$ cat src/rtl/rsc_placeholder_none.sv
`timescale 1ns/10ps
`default_nettype none
`default_nettype wire

$ cat src/inc/rsc_pkg.sv
// Shared constants and types for the redundancy state controller.
// Assumes every file that uses them imports the whole package.
package rsc_pkg;

	// Redundancy states, reset state first.
	typedef enum logic [2:0] {
		RSC_NOT_CONFIGURED,
		RSC_STARTING,
		RSC_INACTIVE,
		RSC_ACTIVE,
		RSC_STANDBY
	} rsc_state_t;

	// Bus slot numbering of the two units of the pair.
	localparam int SLOT_W = 4;
	localparam logic [SLOT_W-1:0] SLOT_UNIT_TWO = 4'h2;
	localparam logic [SLOT_W-1:0] SLOT_UNIT_THREE = 4'h3;

	// Scan cycles without a heartbeat before a channel counts as failed.
	localparam int CHAN_MISS_LIMIT = 2;
	localparam int MISS_CNT_W = 4;

endpackage

$ cat src/rtl/rsc_chan_mon.sv
// Watchdog for one synchronism channel, counted in main scan cycles.
// Assumes heartbeat pulses are synchronous to ref_clk and scan_tick marks each scan end.
`timescale 1ns/10ps
`default_nettype none
module rsc_chan_mon
	import rsc_pkg::*;
#(
	parameter int MISS_LIMIT = CHAN_MISS_LIMIT
) (
	// Clock and reset.
	input wire logic ref_clk,
	input wire logic nrst,
	// Scan timing and channel activity.
	input wire logic scan_tick,
	input wire logic heartbeat,
	// Channel failure level.
	output var logic chan_fail
);

	logic seen_reg;
	logic seen_next;
	logic [MISS_CNT_W-1:0] miss_reg;
	logic [MISS_CNT_W-1:0] miss_next;
	logic fail_next;

	// A heartbeat in the tick cycle itself still counts for the ending scan.
	always_comb begin
		seen_next = seen_reg | heartbeat;
		miss_next = miss_reg;
		if (scan_tick) begin
			seen_next = 1'b0;
			if (seen_reg | heartbeat)
				miss_next = '0;
			else if (miss_reg != MISS_LIMIT[MISS_CNT_W-1:0])
				miss_next = miss_reg + 1'b1; // Saturates so a long outage does not wrap.
		end
		fail_next = (miss_next == MISS_LIMIT[MISS_CNT_W-1:0]);
	end

	// Registers only.
	always_ff @(posedge ref_clk or negedge nrst) begin
		if (!nrst) begin
			seen_reg <= 1'b0;
			miss_reg <= '0;
			chan_fail <= 1'b0;
		end else begin
			seen_reg <= seen_next;
			miss_reg <= miss_next;
			chan_fail <= fail_next;
		end
	end

endmodule // rsc_chan_mon
`default_nettype wire

$ cat src/rtl/rsc_ctrl.sv
// Hot-standby redundancy state controller for one unit of a duplicated pair.
// Assumes all inputs are synchronous to ref_clk, scan_tick pulses once per main scan cycle,
// and peer_state and the peer command pulses arrive over the synchronism channels.
`timescale 1ns/10ps
`default_nettype none
// Operation
// - The unit holds one of five states and sits in not configured after reset, when off or when the scan halts.
// - Not configured leads to a starting state whose checks pick inactive, active, stand-by or not configured; slot three stays while the peer starts.
// - Listed failure classes and a maintenance request send the unit to inactive.
// - Only the active unit drives the process while a stand-by unit stays ready to take over.
// - Supply failure, scan halt or loss of both channels swaps roles, the stand-by unit becoming active.
// - A switchover command from display, tool or application on either unit swaps the roles.
// - A single channel fault, data sync fault, project mismatch or firmware mismatch keeps the unit out of stand-by.
// - A leave-stand-by command from any source on either unit drives the stand-by unit to inactive.
// - A switchover completes within one to three scan cycles.
// - Channels A and B are each watched for failure on their own.
// - The slot number tells the unit whether it is the slot-two or the slot-three unit.
module rsc_ctrl
	import rsc_pkg::*;
#(
	parameter int MISS_LIMIT = CHAN_MISS_LIMIT
) (
	// Clock and reset.
	input wire logic ref_clk,
	input wire logic nrst,
	// Unit health and scan timing.
	input wire logic power_ok,
	input wire logic main_scan_task,
	input wire logic scan_tick,
	input wire logic [SLOT_W-1:0] slot_id,
	// Failure indications.
	input wire logic fail_class,
	input wire logic maint_req,
	input wire logic data_sync_fail,
	input wire logic project_mismatch,
	input wire logic fw_incompat,
	input wire logic restart_req,
	// Synchronism channels and partner view.
	input wire logic chan_a_beat,
	input wire logic chan_b_beat,
	input wire rsc_state_t peer_state,
	input wire logic peer_cmd_switch,
	input wire logic peer_cmd_leave,
	// Local command pulses.
	input wire logic cmd_switch_disp,
	input wire logic cmd_switch_tool,
	input wire logic cmd_switch_app,
	input wire logic cmd_leave_disp,
	input wire logic cmd_leave_tool,
	input wire logic cmd_leave_app,
	// State and role outputs.
	output var rsc_state_t red_state,
	output var logic drive_process,
	output var logic unit_slot_two,
	output var logic unit_slot_three,
	output var logic chan_a_fail,
	output var logic chan_b_fail,
	// Commands forwarded to the partner.
	output var logic fwd_switch,
	output var logic fwd_leave
);

	logic [1:0] beat;
	logic [1:0] chan_fail;
	logic both_lost;
	logic any_lost;
	logic slot_ok;
	logic sw_pend_reg;
	logic sw_pend_next;
	logic lv_pend_reg;
	logic lv_pend_next;
	logic sw_now;
	logic lv_now;
	logic standby_block;
	logic halted;
	rsc_state_t state_next;
	logic fwd_switch_next;
	logic fwd_leave_next;
	logic drive_next;

	assign beat = {chan_b_beat, chan_a_beat};

	for (genvar ch = 0; ch < 2; ch++) begin : g_chan
		rsc_chan_mon #(
			.MISS_LIMIT(MISS_LIMIT)
		) u_mon (
			.ref_clk(ref_clk),
			.nrst(nrst),
			.scan_tick(scan_tick),
			.heartbeat(beat[ch]),
			.chan_fail(chan_fail[ch])
		);
	end

	assign chan_a_fail = chan_fail[0];
	assign chan_b_fail = chan_fail[1];
	assign both_lost = &chan_fail;
	assign any_lost = |chan_fail;
	assign halted = !power_ok || !main_scan_task;
	assign slot_ok = (slot_id == SLOT_UNIT_TWO) || (slot_id == SLOT_UNIT_THREE);

	// Commands are pulses that may come at any time; they wait for the scan end.
	// A pulse in the tick cycle is consumed at once, so clearing never loses one.
	always_comb begin
		sw_now = sw_pend_reg | cmd_switch_disp | cmd_switch_tool | cmd_switch_app;
		lv_now = lv_pend_reg | cmd_leave_disp | cmd_leave_tool | cmd_leave_app;
		sw_pend_next = scan_tick ? 1'b0 : sw_now;
		lv_pend_next = scan_tick ? 1'b0 : lv_now;
	end

	assign standby_block = any_lost || data_sync_fail || project_mismatch || fw_incompat || fail_class || maint_req;

	// State decision, evaluated at the scan end; a halt forces not configured in any cycle.
	always_comb begin
		state_next = red_state;
		fwd_switch_next = 1'b0;
		fwd_leave_next = 1'b0;
		if (halted) begin
			state_next = RSC_NOT_CONFIGURED;
		end else if (scan_tick) begin
			unique case (red_state)
				RSC_NOT_CONFIGURED: begin
					state_next = RSC_STARTING;
				end
				RSC_STARTING: begin
					if (!slot_ok)
						state_next = RSC_NOT_CONFIGURED;
					else if (fail_class || maint_req)
						state_next = RSC_INACTIVE;
					else if (both_lost)
						state_next = RSC_ACTIVE;
					else if (peer_state == RSC_ACTIVE)
						state_next = standby_block ? RSC_INACTIVE : RSC_STANDBY;
					else if (peer_state != RSC_STARTING || slot_id == SLOT_UNIT_TWO)
						state_next = RSC_ACTIVE; // Slot two wins a simultaneous start.
				end
				RSC_ACTIVE: begin
					if (fail_class || maint_req)
						state_next = RSC_INACTIVE;
					else if ((sw_now || peer_cmd_switch) && peer_state == RSC_STANDBY)
						state_next = RSC_INACTIVE;
					else if (!both_lost && peer_state == RSC_ACTIVE && slot_id == SLOT_UNIT_THREE)
						state_next = RSC_INACTIVE; // Two actives with a channel up do not persist; slot three yields.
					fwd_leave_next = lv_now;
				end
				RSC_STANDBY: begin
					if (both_lost || peer_state == RSC_NOT_CONFIGURED || peer_state == RSC_INACTIVE)
						state_next = RSC_ACTIVE;
					else if (standby_block)
						state_next = RSC_INACTIVE;
					else if (lv_now || peer_cmd_leave)
						state_next = RSC_INACTIVE;
					// forward switchover to the active partner
					fwd_switch_next = sw_now;
				end
				RSC_INACTIVE: begin
					if (restart_req && !maint_req && !fail_class)
						state_next = RSC_STARTING;
					fwd_switch_next = sw_now;
					fwd_leave_next = lv_now;
				end
			endcase
		end
		drive_next = (state_next == RSC_ACTIVE);
	end

	always_ff @(posedge ref_clk or negedge nrst) begin
		if (!nrst) begin
			red_state <= RSC_NOT_CONFIGURED;
			drive_process <= 1'b0;
			sw_pend_reg <= 1'b0;
			lv_pend_reg <= 1'b0;
			fwd_switch <= 1'b0;
			fwd_leave <= 1'b0;
		end else begin
			red_state <= state_next;
			drive_process <= drive_next;
			sw_pend_reg <= sw_pend_next;
			lv_pend_reg <= lv_pend_next;
			fwd_switch <= fwd_switch_next;
			fwd_leave <= fwd_leave_next;
		end
	end

	always_ff @(posedge ref_clk or negedge nrst) begin
		if (!nrst) begin
			unit_slot_two <= 1'b0;
			unit_slot_three <= 1'b0;
		end else begin
			unit_slot_two <= (slot_id == SLOT_UNIT_TWO);
			unit_slot_three <= (slot_id == SLOT_UNIT_THREE);
		end
	end

	// Checks on the state behaviour.
	property p_halt_ncfg;
		@(posedge ref_clk) disable iff (!nrst) halted |=> red_state == RSC_NOT_CONFIGURED;
	endproperty
	a_halt_ncfg: assert property (p_halt_ncfg) else $error("halted unit not in not configured");

	property p_ncfg_start;
		@(posedge ref_clk) disable iff (!nrst)
			(red_state == RSC_NOT_CONFIGURED && scan_tick && !halted) |=> red_state == RSC_STARTING;
	endproperty
	a_ncfg_start: assert property (p_ncfg_start) else $error("not configured did not start");

	property p_fail_inactive;
		@(posedge ref_clk) disable iff (!nrst)
			(red_state == RSC_ACTIVE && scan_tick && !halted && fail_class) |=> red_state == RSC_INACTIVE;
	endproperty
	a_fail_inactive: assert property (p_fail_inactive) else $error("active unit ignored failure");

	property p_drive_active;
		@(posedge ref_clk) disable iff (!nrst) drive_process == (red_state == RSC_ACTIVE);
	endproperty
	a_drive_active: assert property (p_drive_active) else $error("process drive and state disagree");

	property p_both_lost;
		@(posedge ref_clk) disable iff (!nrst)
			(red_state == RSC_STANDBY && scan_tick && !halted && both_lost) |=> drive_process;
	endproperty
	a_both_lost: assert property (p_both_lost) else $error("stand-by did not take over");

	property p_block_standby;
		@(posedge ref_clk) disable iff (!nrst)
			(scan_tick && !both_lost && any_lost) |=> red_state != RSC_STANDBY;
	endproperty
	a_block_standby: assert property (p_block_standby) else $error("stand-by kept with a channel down");

	property p_leave_cmd;
		@(posedge ref_clk) disable iff (!nrst)
			(red_state == RSC_STANDBY && scan_tick && !halted && peer_cmd_leave && !both_lost
				&& peer_state == RSC_ACTIVE) |=> red_state == RSC_INACTIVE;
	endproperty
	a_leave_cmd: assert property (p_leave_cmd) else $error("stand-by ignored leave command");

	property p_once_per_scan;
		@(posedge ref_clk) disable iff (!nrst)
			(!scan_tick && !halted) |=> $stable(red_state);
	endproperty
	a_once_per_scan: assert property (p_once_per_scan) else $error("state changed between scan ends");

	property p_switch_cmd;
		@(posedge ref_clk) disable iff (!nrst)
			(red_state == RSC_ACTIVE && scan_tick && peer_cmd_switch && !halted && !fail_class && !maint_req
				&& peer_state == RSC_STANDBY) |=> !drive_process;
	endproperty
	a_switch_cmd: assert property (p_switch_cmd) else $error("active unit kept control after command");

endmodule // rsc_ctrl
`default_nettype wire

$ cat config.mk
export PLATFORM = sky130hd
export DESIGN_NAME = rsc_ctrl
export DESIGN_NICKNAME = d
export VERILOG_FILES = /design/src/rtl/rsc_placeholder_none.sv /design/src/inc/rsc_pkg.sv /design/src/rtl/rsc_chan_mon.sv /design/src/rtl/rsc_ctrl.sv
export SDC_FILE = /design/constraint.sdc
export NUM_CORES = 1
export LEC_CHECK = 0
export CAP_MARGIN = 20
export CORE_MARGIN = 2
export CORE_UTILIZATION = 46
export CTS_CLUSTER_DIAMETER = 100
export CTS_CLUSTER_SIZE = 12
export DETAILED_ROUTE_END_ITERATION = 12
export DONT_BUFFER_PORTS = 1
export HOLD_SLACK_MARGIN = 0.12
export PLACE_DENSITY_LB_ADDON = 0.2
export SLEW_MARGIN = 10
export SYNTH_ARGS = -nofsm -noshare
export SYNTH_HDL_FRONTEND = slang
export SYNTH_HIERARCHICAL = 1
export SYNTH_SLANG_ARGS = --single-unit
$ cat constraint.sdc
create_clock -name ref_clk -period 2.1 [get_ports ref_clk]
set_clock_uncertainty 0.2 [all_clocks]
set_input_delay 0.21 -clock ref_clk [delete_from_list [all_inputs] [get_ports ref_clk]]
set_output_delay 0.21 -clock ref_clk [all_outputs]
set_load 0.02 [all_outputs]
Word level (Yosys, flattened, before mapping). Index checks and enable logic that the tools add are counted. W data, S select, Z words.

Flip-flop bits (word level): 22. Input bits: 28. Output and inout bits: 10. Logic and storage cells: 100.

Add/sub/neg operators: 2. Eq/ne operators: 15. Muxes and demuxes: 32. Bitwise gates (word level): 8. Reduce and logical (&&, ||, !) cells: 29.

Operators with widths (count): $mux W3 (15); $mux W4 (6); $eq A4 B2 Y1 const B (4); $eq A3 B2 Y1 const B (5); $pmux W3 S5 (1); $logic_or A1 B1 Y1 (13); $mux W1 (10); $add A4 B1 Y4 const B (2); $ne A4 B2 Y1 const B (2); $or A1 B1 Y1 (8); $eq A3 B3 Y1 const B (2); $logic_not A3 Y1 (2); $reduce_or A2 Y1 (3); $logic_and A1 B1 Y1 (5); $logic_not A1 Y1 (5); $eq A3 B1 Y1 const B (1); $ne A3 B1 Y1 const B (1); $reduce_and A2 Y1 (1).

Depth between registers and ports, before layout. Gate-level depths: netlist (run 1).

Depth in word-level cells: 15. Depth in mapped cells: 6. Gate-level depth less buffers: 6.

By module. The synthesis (run 1) kept the hierarchy.

Modules (own cells, without submodules): rsc_ctrl (instances 1, cells an instance 76, area each 678.2 µm², sequential area each 250.2 µm²); rsc_chan_mon (instances 2, cells an instance 28, area each 320.3 µm², sequential area each 150.1 µm²).

Worst setup path before layout (run 1). No wires, ideal clock.

Kind: register -> register. From: reg g_chan[1].u_mon.chan_fail. To: reg drive_process. Setup time: 120 ps. Data arrival time: 1591 ps. Required time: 1780 ps. Path slack: 188 ps. Cell stages (with the launch flop): 6. Path buffers: 0. Clock period less this slack: 1912 ps. Cells stage by stage: dfrtp_1 nor4_1 nand2_1 a31oi_1 or4bb_1 and4_1.

Longest elaborated chain between the ends: 15. Elaborated cells between the ends (all ways): 26. Those cells by class: 1 x eq/ne; 13 x mux; 12 x reduce/logical.

RTL lines: from (decl) (line rsc_chan_mon.sv:17) `output var logic chan_fail`; from (signal assigned) (line rsc_chan_mon.sv:49) `chan_fail <= fail_next;`; $reduce_or A2 Y1 (line rsc_ctrl.sv:98) `assign any_lost = |chan_fail;`; $logic_or A1 B1 Y1 (5 in a row) (line rsc_ctrl.sv:111) `assign standby_block = any_lost || data_sync_fail || project_mismatch || fw_incompat || fail_class || maint_re ...`; $mux W3 (line rsc_ctrl.sv:133) `state_next = standby_block ? RSC_INACTIVE : RSC_STANDBY;`; $mux W3 (line rsc_ctrl.sv:132) `else if (peer_state == RSC_ACTIVE)`; $mux W3 (line rsc_ctrl.sv:130) `else if (both_lost)`; $mux W3 (line rsc_ctrl.sv:128) `else if (fail_class || maint_req)`; $mux W3 (line rsc_ctrl.sv:126) `if (!slot_ok)`; $pmux W3 S5 (*) (line rsc_ctrl.sv:121) `unique case (red_state)`; $mux W3 (*) (line rsc_ctrl.sv:120) `end else if (scan_tick) begin`; $mux W3 (*) (line rsc_ctrl.sv:118) `if (halted) begin`; $eq A3 B2 Y1 (*) (line rsc_ctrl.sv:164) `drive_next = (state_next == RSC_ACTIVE);`; via drive_next (line rsc_ctrl.sv:79) `logic drive_next;`; to (signal assigned) (line rsc_ctrl.sv:177) `drive_process <= drive_next;`; to (decl) (line rsc_ctrl.sv:53) `output var logic drive_process,`.

Mark *: on every way through the listed nets, which the timed path passes. The rest lies on a longest branch.

Final worst setup path (run 1).
From: in scan_tick. To: reg drive_process.

Longest elaborated chain between the ends: 3.

RTL lines: from (decl) (line rsc_ctrl.sv:29) `input wire logic scan_tick,`; $mux W3 (line rsc_ctrl.sv:120); $mux W3 (line rsc_ctrl.sv:118); $eq A3 B2 Y1 (line rsc_ctrl.sv:164); via drive_next (line rsc_ctrl.sv:79).

The timed path passes the listed nets, and every way through them passes these cells.

==> out/qor.yml, run 1 <==
setup_path:
  critPathKind: "in -> reg"
  cp-end-kind: "flop"
  cp_max_fo: 13
  crit_arrival_ns: 2.01
  cp.required_ns: 2.10
  start_kind: "primary input"
clock_network:
  cts-resized-gates: 0
  holdBufCountCts: 17
  cts_setup_buffers: 0
  clock_sinks: 22
  max-clock-path-buffers: 2
  clock_tree.root_cell: "clkbuf_4"
  htreeDepth: 1
  numCtsBuffers: 3
  clkLatencyLatePin_ns: 0.30
  cts_tree: "built"
  path_clk_slew_ns: 0.12
drt:
  drt_wl_total_um: 3273
  drtPass1Iterations: 4
  vias: 1182
  ant_nets: 0
  drc: 0
  via_per_inst: 6.062
  detail_route.wl_per_cell_um: 16.78
  drtIter0Drc: 39
layout:
  diodes: 0
  multi_input_area_um2: 715.7
  mostFrequentLayoutCells: "dlygate4sd3_1 (24), dfrtp_1 (22), nand2_1 (12)"
  regArea_um2: 550.5
  drive_gt1_frac: 0.1890
  final_nets: 198
  largest_reg_flops: 8
  layout_commonest_cell: "dlygate4sd3_1"
  area_growth_pct: 27.42
  instances_no_fill: 195
  fill_cells: 228
  design_area_um2: 1680
placement:
  placedCellCount: 167
  placed_area_um2: 1403
  hpwl_um: 2280
  portBuffers: 0
  dp_slack_ns: 0.1815
  gp_congestion: 0.8477
synth:
  async_reset_ff_frac: 1.000
  syn-num-nets: 164
  ys_warn_count: 6
  ys.flop_type: "dfrtp_1"
  ys_seq_area_frac: 0.4175
  synth_area_um2: 1319
  synth_area_leaders: "dfrtp_1 (42%), ha_1 (3.8%), nand2_1 (3.4%), nor2_1 (2.8%), nand3_1 (2.7%)"
  syn_inst: 132
  synth-edff-count: 0
  ys_types: 45
  yosys.area.top_type: "dfrtp_1"
  ys_ff_latch: 22
  avgSynthCellArea_um2: 9.991
  yosysTopAreaCellShare: 0.4175
pwr:
  total_power_w: 0.0008488
  vdd_drop_max_uv: 377.6
  p_leak_nw: 0.6972
  power_density_nw_per_um2: 505.1
sta:
  max_clock_freq_mhz: 499.2
  hold_violations: 0
  period_share: 0.9540
  drv_slew: 0
  finalSetupViolCount: 0
  period_minus_slack_ns: 2.003
  fin_ws_ns: 0.09669
  rsz0062_at_grt: "false"
  relSlewSlack: 0.6085
  tns_ns: 0
  tightest_slew_ns: 0.5853
worst_hold_path:
  hold_class: "in -> reg"
grt:
  grt_pass1_wl_um: 4767
  antenna_found_initial: 0
  grt_usage: 0.1843
  first_global_vias: 1100
  grt_max_degree: 25
  grt_overflow: 0
job:
  maxCapViolations: 0
floorplan:
  core_area_um2: 2734
  ioPinCount: 38
  dieArea_um2: 3311
  die_x_um: 57.55
  initial_core_util: 0.4824
  die_y_um: 57.55
  row_count: 19
status:
  outcome: "finished clean"
power breakdown:
part | total, W | switching, W | internal, W
logic | 0.000188 | 0.0000956 | 0.0000924
registers | 0.000471 | 0.0000235 | 0.000448
clock network | 0.000190 | 0.000123 | 0.0000667
cell families (layout without fill, tap and decap cells):
family                     count (synthesis)  count (layout)  synth area share
AOI/OAI and AO/OA                         29              29            0.1850
xor gates and xnor gates                   1               1          0.006643
adders and majority gates                  4               4           0.03795
buffers and inverters                     13              45           0.03985
DFF                                       22              22            0.4175
muxes                                      2               2           0.01708
and+or+nand+nor                           61              61            0.2960
final timing paths:
kind                            depth (start not counted)                                   from                                    end  slack, ns
worst max-delay path                                    4                              scan_tick                drive_process$_DFF_PN0_        0.1
worst min-delay path                                    3                              scan_tick                 red_state[1]$_DFF_PN0_        0.1
worst max register to register                          5                 red_state[1]$_DFF_PN0_                drive_process$_DFF_PN0_       0.11
worst min register to register                          1  g_chan[1].u_mon/miss_reg[2]$_DFF_PN0_  g_chan[1].u_mon/miss_reg[2]$_DFF_PN0_       0.39
max in group asynchronous                               3                                   nrst  g_chan[0].u_mon/miss_reg[1]$_DFF_PN0_       0.66
min in group asynchronous                               2                                   nrst                   fwd_switch$_DFF_PN0_       0.60
metal layers:
metal  vias up  GRT usage  routed length (um)
met5         -          0                   0
met4         0    0.03987                  19
met3         4    0.04535                 271
met2        52     0.3198                1673
met1       568     0.2317                1309
li1        558          -                   -
cell usage after synthesis, types with 3 or more instances:
master and n:
ha_1 4, a31oi_1 3, o21ai_0 4, buf_2 3, nor2_1 10, nor4_1 4
nand3_1 7, o31ai_1 4, nor3_1 4, nand2_1 12, dfrtp_1 22, nor2_2 3
inv_1 8
through the flow:
stage                       util  hold slack, ns
after global placement    0.5130         -0.2851
final                     0.6146         0.09706
after detailed placement  0.5130         -0.2850
after floorplan                -         -0.2856
after CTS                 0.5835         -0.1572
after global routing      0.6146          0.1247
worst max-delay path, cell delays in order:
cell	delay, ns
dlygate4sd3_1	0.91
o21ai_0	0.16
or4bb_1	0.53
and4_1	0.19
layout make-up:
class                      count  area share
tap                           31     0.02308
inverter                       8     0.01787
sequential                    22      0.3276
multi-input combinational     97      0.4259
timing repair buffer          34      0.1921
clock buffer                   3     0.01340
Note: power is estimated with default switching activity, not from simulation.
==> inputs of run 2 (changes only) <==
--- a/config.mk
+++ b/config.mk
@@ -7,7 +7,7 @@
 export LEC_CHECK = 0
 export CAP_MARGIN = 20
 export CORE_MARGIN = 2
-export CORE_UTILIZATION = 46
+export CORE_UTILIZATION = 35
 export CTS_CLUSTER_DIAMETER = 100
 export CTS_CLUSTER_SIZE = 12
 export DETAILED_ROUTE_END_ITERATION = 12
==> out/qor.yml, run 2 (synthesis results as in run 1) <==
setup_path:
  critPathBufInv: 2  # +1
  critPathKind: "reg -> reg"
  crit_arrival_ns: 1.97  # -0.04 ns
  crit_chain: "inv_1 -> ha_1 -> nor3_1 -> mux2_1 -> dlygate4sd3_1"
  ff2ff_path_depth: 5  # unchanged
  rr_endpoint: "g_chan[0].u_mon/miss_reg[1]$_DFF_PN0_"
  setup.worst_path.start: "g_chan[0].u_mon/miss_reg[0]$_DFF_PN0_"
  start_kind: "flop"
  cp-end-kind: "flop"
  cpMaxStageDelayCell: "dlygate4sd3_1"
  r2r-start: "g_chan[0].u_mon/miss_reg[0]$_DFF_PN0_"
  cp_max_fo: 4  # -9
  cp.required_ns: 2.04  # -0.06 ns
  path_delay_family: "buffers and inverters"
  rrSetupSlack_ns: 0.07  # -0.04 ns
  critPathMaxStageDelay_ns: 0.57  # -0.34 ns
sta:
  drv_slew: 0  # unchanged
  rsz0062_at_grt: "false"
  tightest_slew_ns: 0.4382  # -0.1472 ns
  max_clock_freq_mhz: 492.6  # -1.3%
  period_share: 0.9667  # +0.01273
  hold_violations: 3  # +3
  period_minus_slack_ns: 2.030  # +0.02674 ns
  tns_ns: 0  # unchanged
  relSlewSlack: 0.7069  # +0.09844
  finalSetupViolCount: 0  # unchanged
  timing.hold.ws_ns: -0.1004  # -0.1975 ns
drt:
  drc: 0  # unchanged
  vias: 1171  # -0.93%
  drtIter0Drc: 49  # +26%
  via_per_inst: 5.524  # -8.9%
  drtPass1Iterations: 4  # unchanged
  ant_nets: 0  # unchanged
  detail_route.wl_per_cell_um: 15.68  # -6.6%
  drt_wl_total_um: 3324  # +1.6%
job:
  maxCapViolations: 0  # unchanged
pwr:
  p_leak_nw: 0.7284  # +4.5%
  vdd_drop_max_uv: 235.1  # -38%
  p_sw_frac: 0.2613  # -0.02394
  power_density_nw_per_um2: 558.0  # +10%
  clockPowerShare: 0.318  # +0.094
  p_switching_w: 0.0002512  # +3.8%
  power.internal_w: 0.0007102  # +17%
  combPwrFrac: 0.193  # -0.029
  p_seq_frac: 0.490  # -0.065
clock_network:
  numCtsBuffers: 3  # unchanged
  clkLatencyLatePin_ns: 0.26  # -0.04 ns
  max-clock-path-buffers: 2  # unchanged
  clock_tree.root_cell: "clkbuf_8"
  clock_sinks: 22  # unchanged
  path_clk_slew_ns: 0.08  # -0.04 ns
  htreeDepth: 1  # unchanged
  cts_tree: "built"
  holdBufCountCts: 19  # +2
worst_hold_path:
  min_path_cells: 1  # -2
  holdPathEnd: "g_chan[0].u_mon/miss_reg[0]$_DFF_PN0_"
  min_from: "scan_tick"
  hold_class: "in -> reg"
layout:
  diodes: 0  # unchanged
  area_growth_pct: 30.64
  largest_reg_flops: 8  # unchanged
  design_area_um2: 1723  # +2.5%
  layout_commonest_cell: "dfrtp_1"
  drive_gt1_frac: 0.2317  # +0.04268
  mostFrequentLayoutCells: "dfrtp_1 (21), dlygate4sd3_1 (19), buf_4 (13)"
  final_nets: 197  # -0.51%
grt:
  first_global_vias: 1186  # +7.8%
  grt_overflow: 0  # unchanged
  grt_pass1_wl_um: 5319  # +12%
  antenna_found_initial: 0  # unchanged
  grt_max_degree: 25  # unchanged
  grt_usage: 0.1631  # -0.02122
placement:
  portBuffers: 0  # unchanged
  placed_area_um2: 1431  # +2.1%
  hpwl_um: 2450  # +7.5%
  gp_congestion: 0.7985  # -5.8%
floorplan:
  row_count: 22  # +3
  dieArea_um2: 4275  # +29%
  initial_core_util: 0.3629  # -0.1194
  die_y_um: 65.39  # +14%
  die_x_um: 65.39  # +14%
  core_area_um2: 3633  # +33%
  ioPinCount: 38  # unchanged
status:
  violations: "negative hold slack"
  outcome: "finished with violations"
-- run 2: cell count changes in the layout (fill, tap and decap cells not counted) --
cell / previous run / this run
dlygate4sd3_1: 24 / 19
buf_4: 9 / 13
clkbuf_8: 0 / 4
clkbuf_4: 3 / 0
dfrtp_1: 22 / 21
dfrtp_2: 0 / 1
o311ai_1: 2 / 1
o311ai_2: 0 / 1
-- run 2: how the worst max path moves through the flow --
stage                                            endpoint  slack [ns]  depth (start not counted)
global placement                  drive_process$_DFF_PN0_        0.18                          5
detailed placement    g_chan[1].u_mon/chan_fail$_DFF_PN0_        0.19                          6
CTS                               drive_process$_DFF_PN0_        0.02                          6
finish              g_chan[0].u_mon/miss_reg[1]$_DFF_PN0_        0.07                          5
global route        g_chan[1].u_mon/miss_reg[3]$_DFF_PN0_       0.007                          4
floorplan                         drive_process$_DFF_PN0_        0.19                          5
-- run 2: cell type report --
class	instances	area (um2)
clock buffers	4	55.05
flip-flops and latches	22	551.8
repair buffers	33	302.8
multi-input cells	97	723.2
fillers	360	1911
well taps	48	60.06
inverters	8	30.03
-- run 2: what timing repair did --
item / CTS / global route
setup buffers: 0 / 3
setup endpoints to repair: 0 / 3
hold endpoints to repair: 44 / 6
resized for setup: 0 / 2
-- run 2: metal layers --
layer / global-route usage / routed length (um) / share of wire
met1: 0.1993 / 1403 / 0.42
met2: 0.2704 / 1559 / 0.47
met3: 0.05479 / 323 / 0.097
met4: 0.05208 / 38 / 0.011
met5: 0 / 0 / 0
-- run 2: power by group through the flow --
stage	Sequential, W	Clock, W	Combinational, W
2_1_floorplan	0.000482	0	0.000101
3_3_place_gp	0.000479	0	0.000135
3_5_place_dp	0.000481	0	0.000137
4_1_cts	0.000473	0.000311	0.000174
5_1_grt	0.000474	0.000327	0.000206
6_report	0.000471	0.000305	0.000185
-- run 2: per-stage QoR --
stage	worst slack, ns	instances	hold slack [ns]	power, W	utilization
floorplan	0.1885	132	-0.2856	0.0005834	-
global placement	0.1780	185	-0.2848	0.0006145	0.3939
detailed placement	0.1885	185	-0.2849	0.0006185	0.3939
CTS	0.02192	208	-0.1037	0.0009581	0.4614
global route	0.007130	212	-0.1079	0.001007	0.4742
finish	0.06995	212	-0.1004	0.0009614	0.4742
-- run 2: worst register-to-register path, stage by stage (launching register included) --
cell and delay [ns]:
dfrtp_1 0.41, inv_1 0.11, ha_1 0.29, nor3_1 0.04
mux2_1 0.31, dlygate4sd3_1 0.57
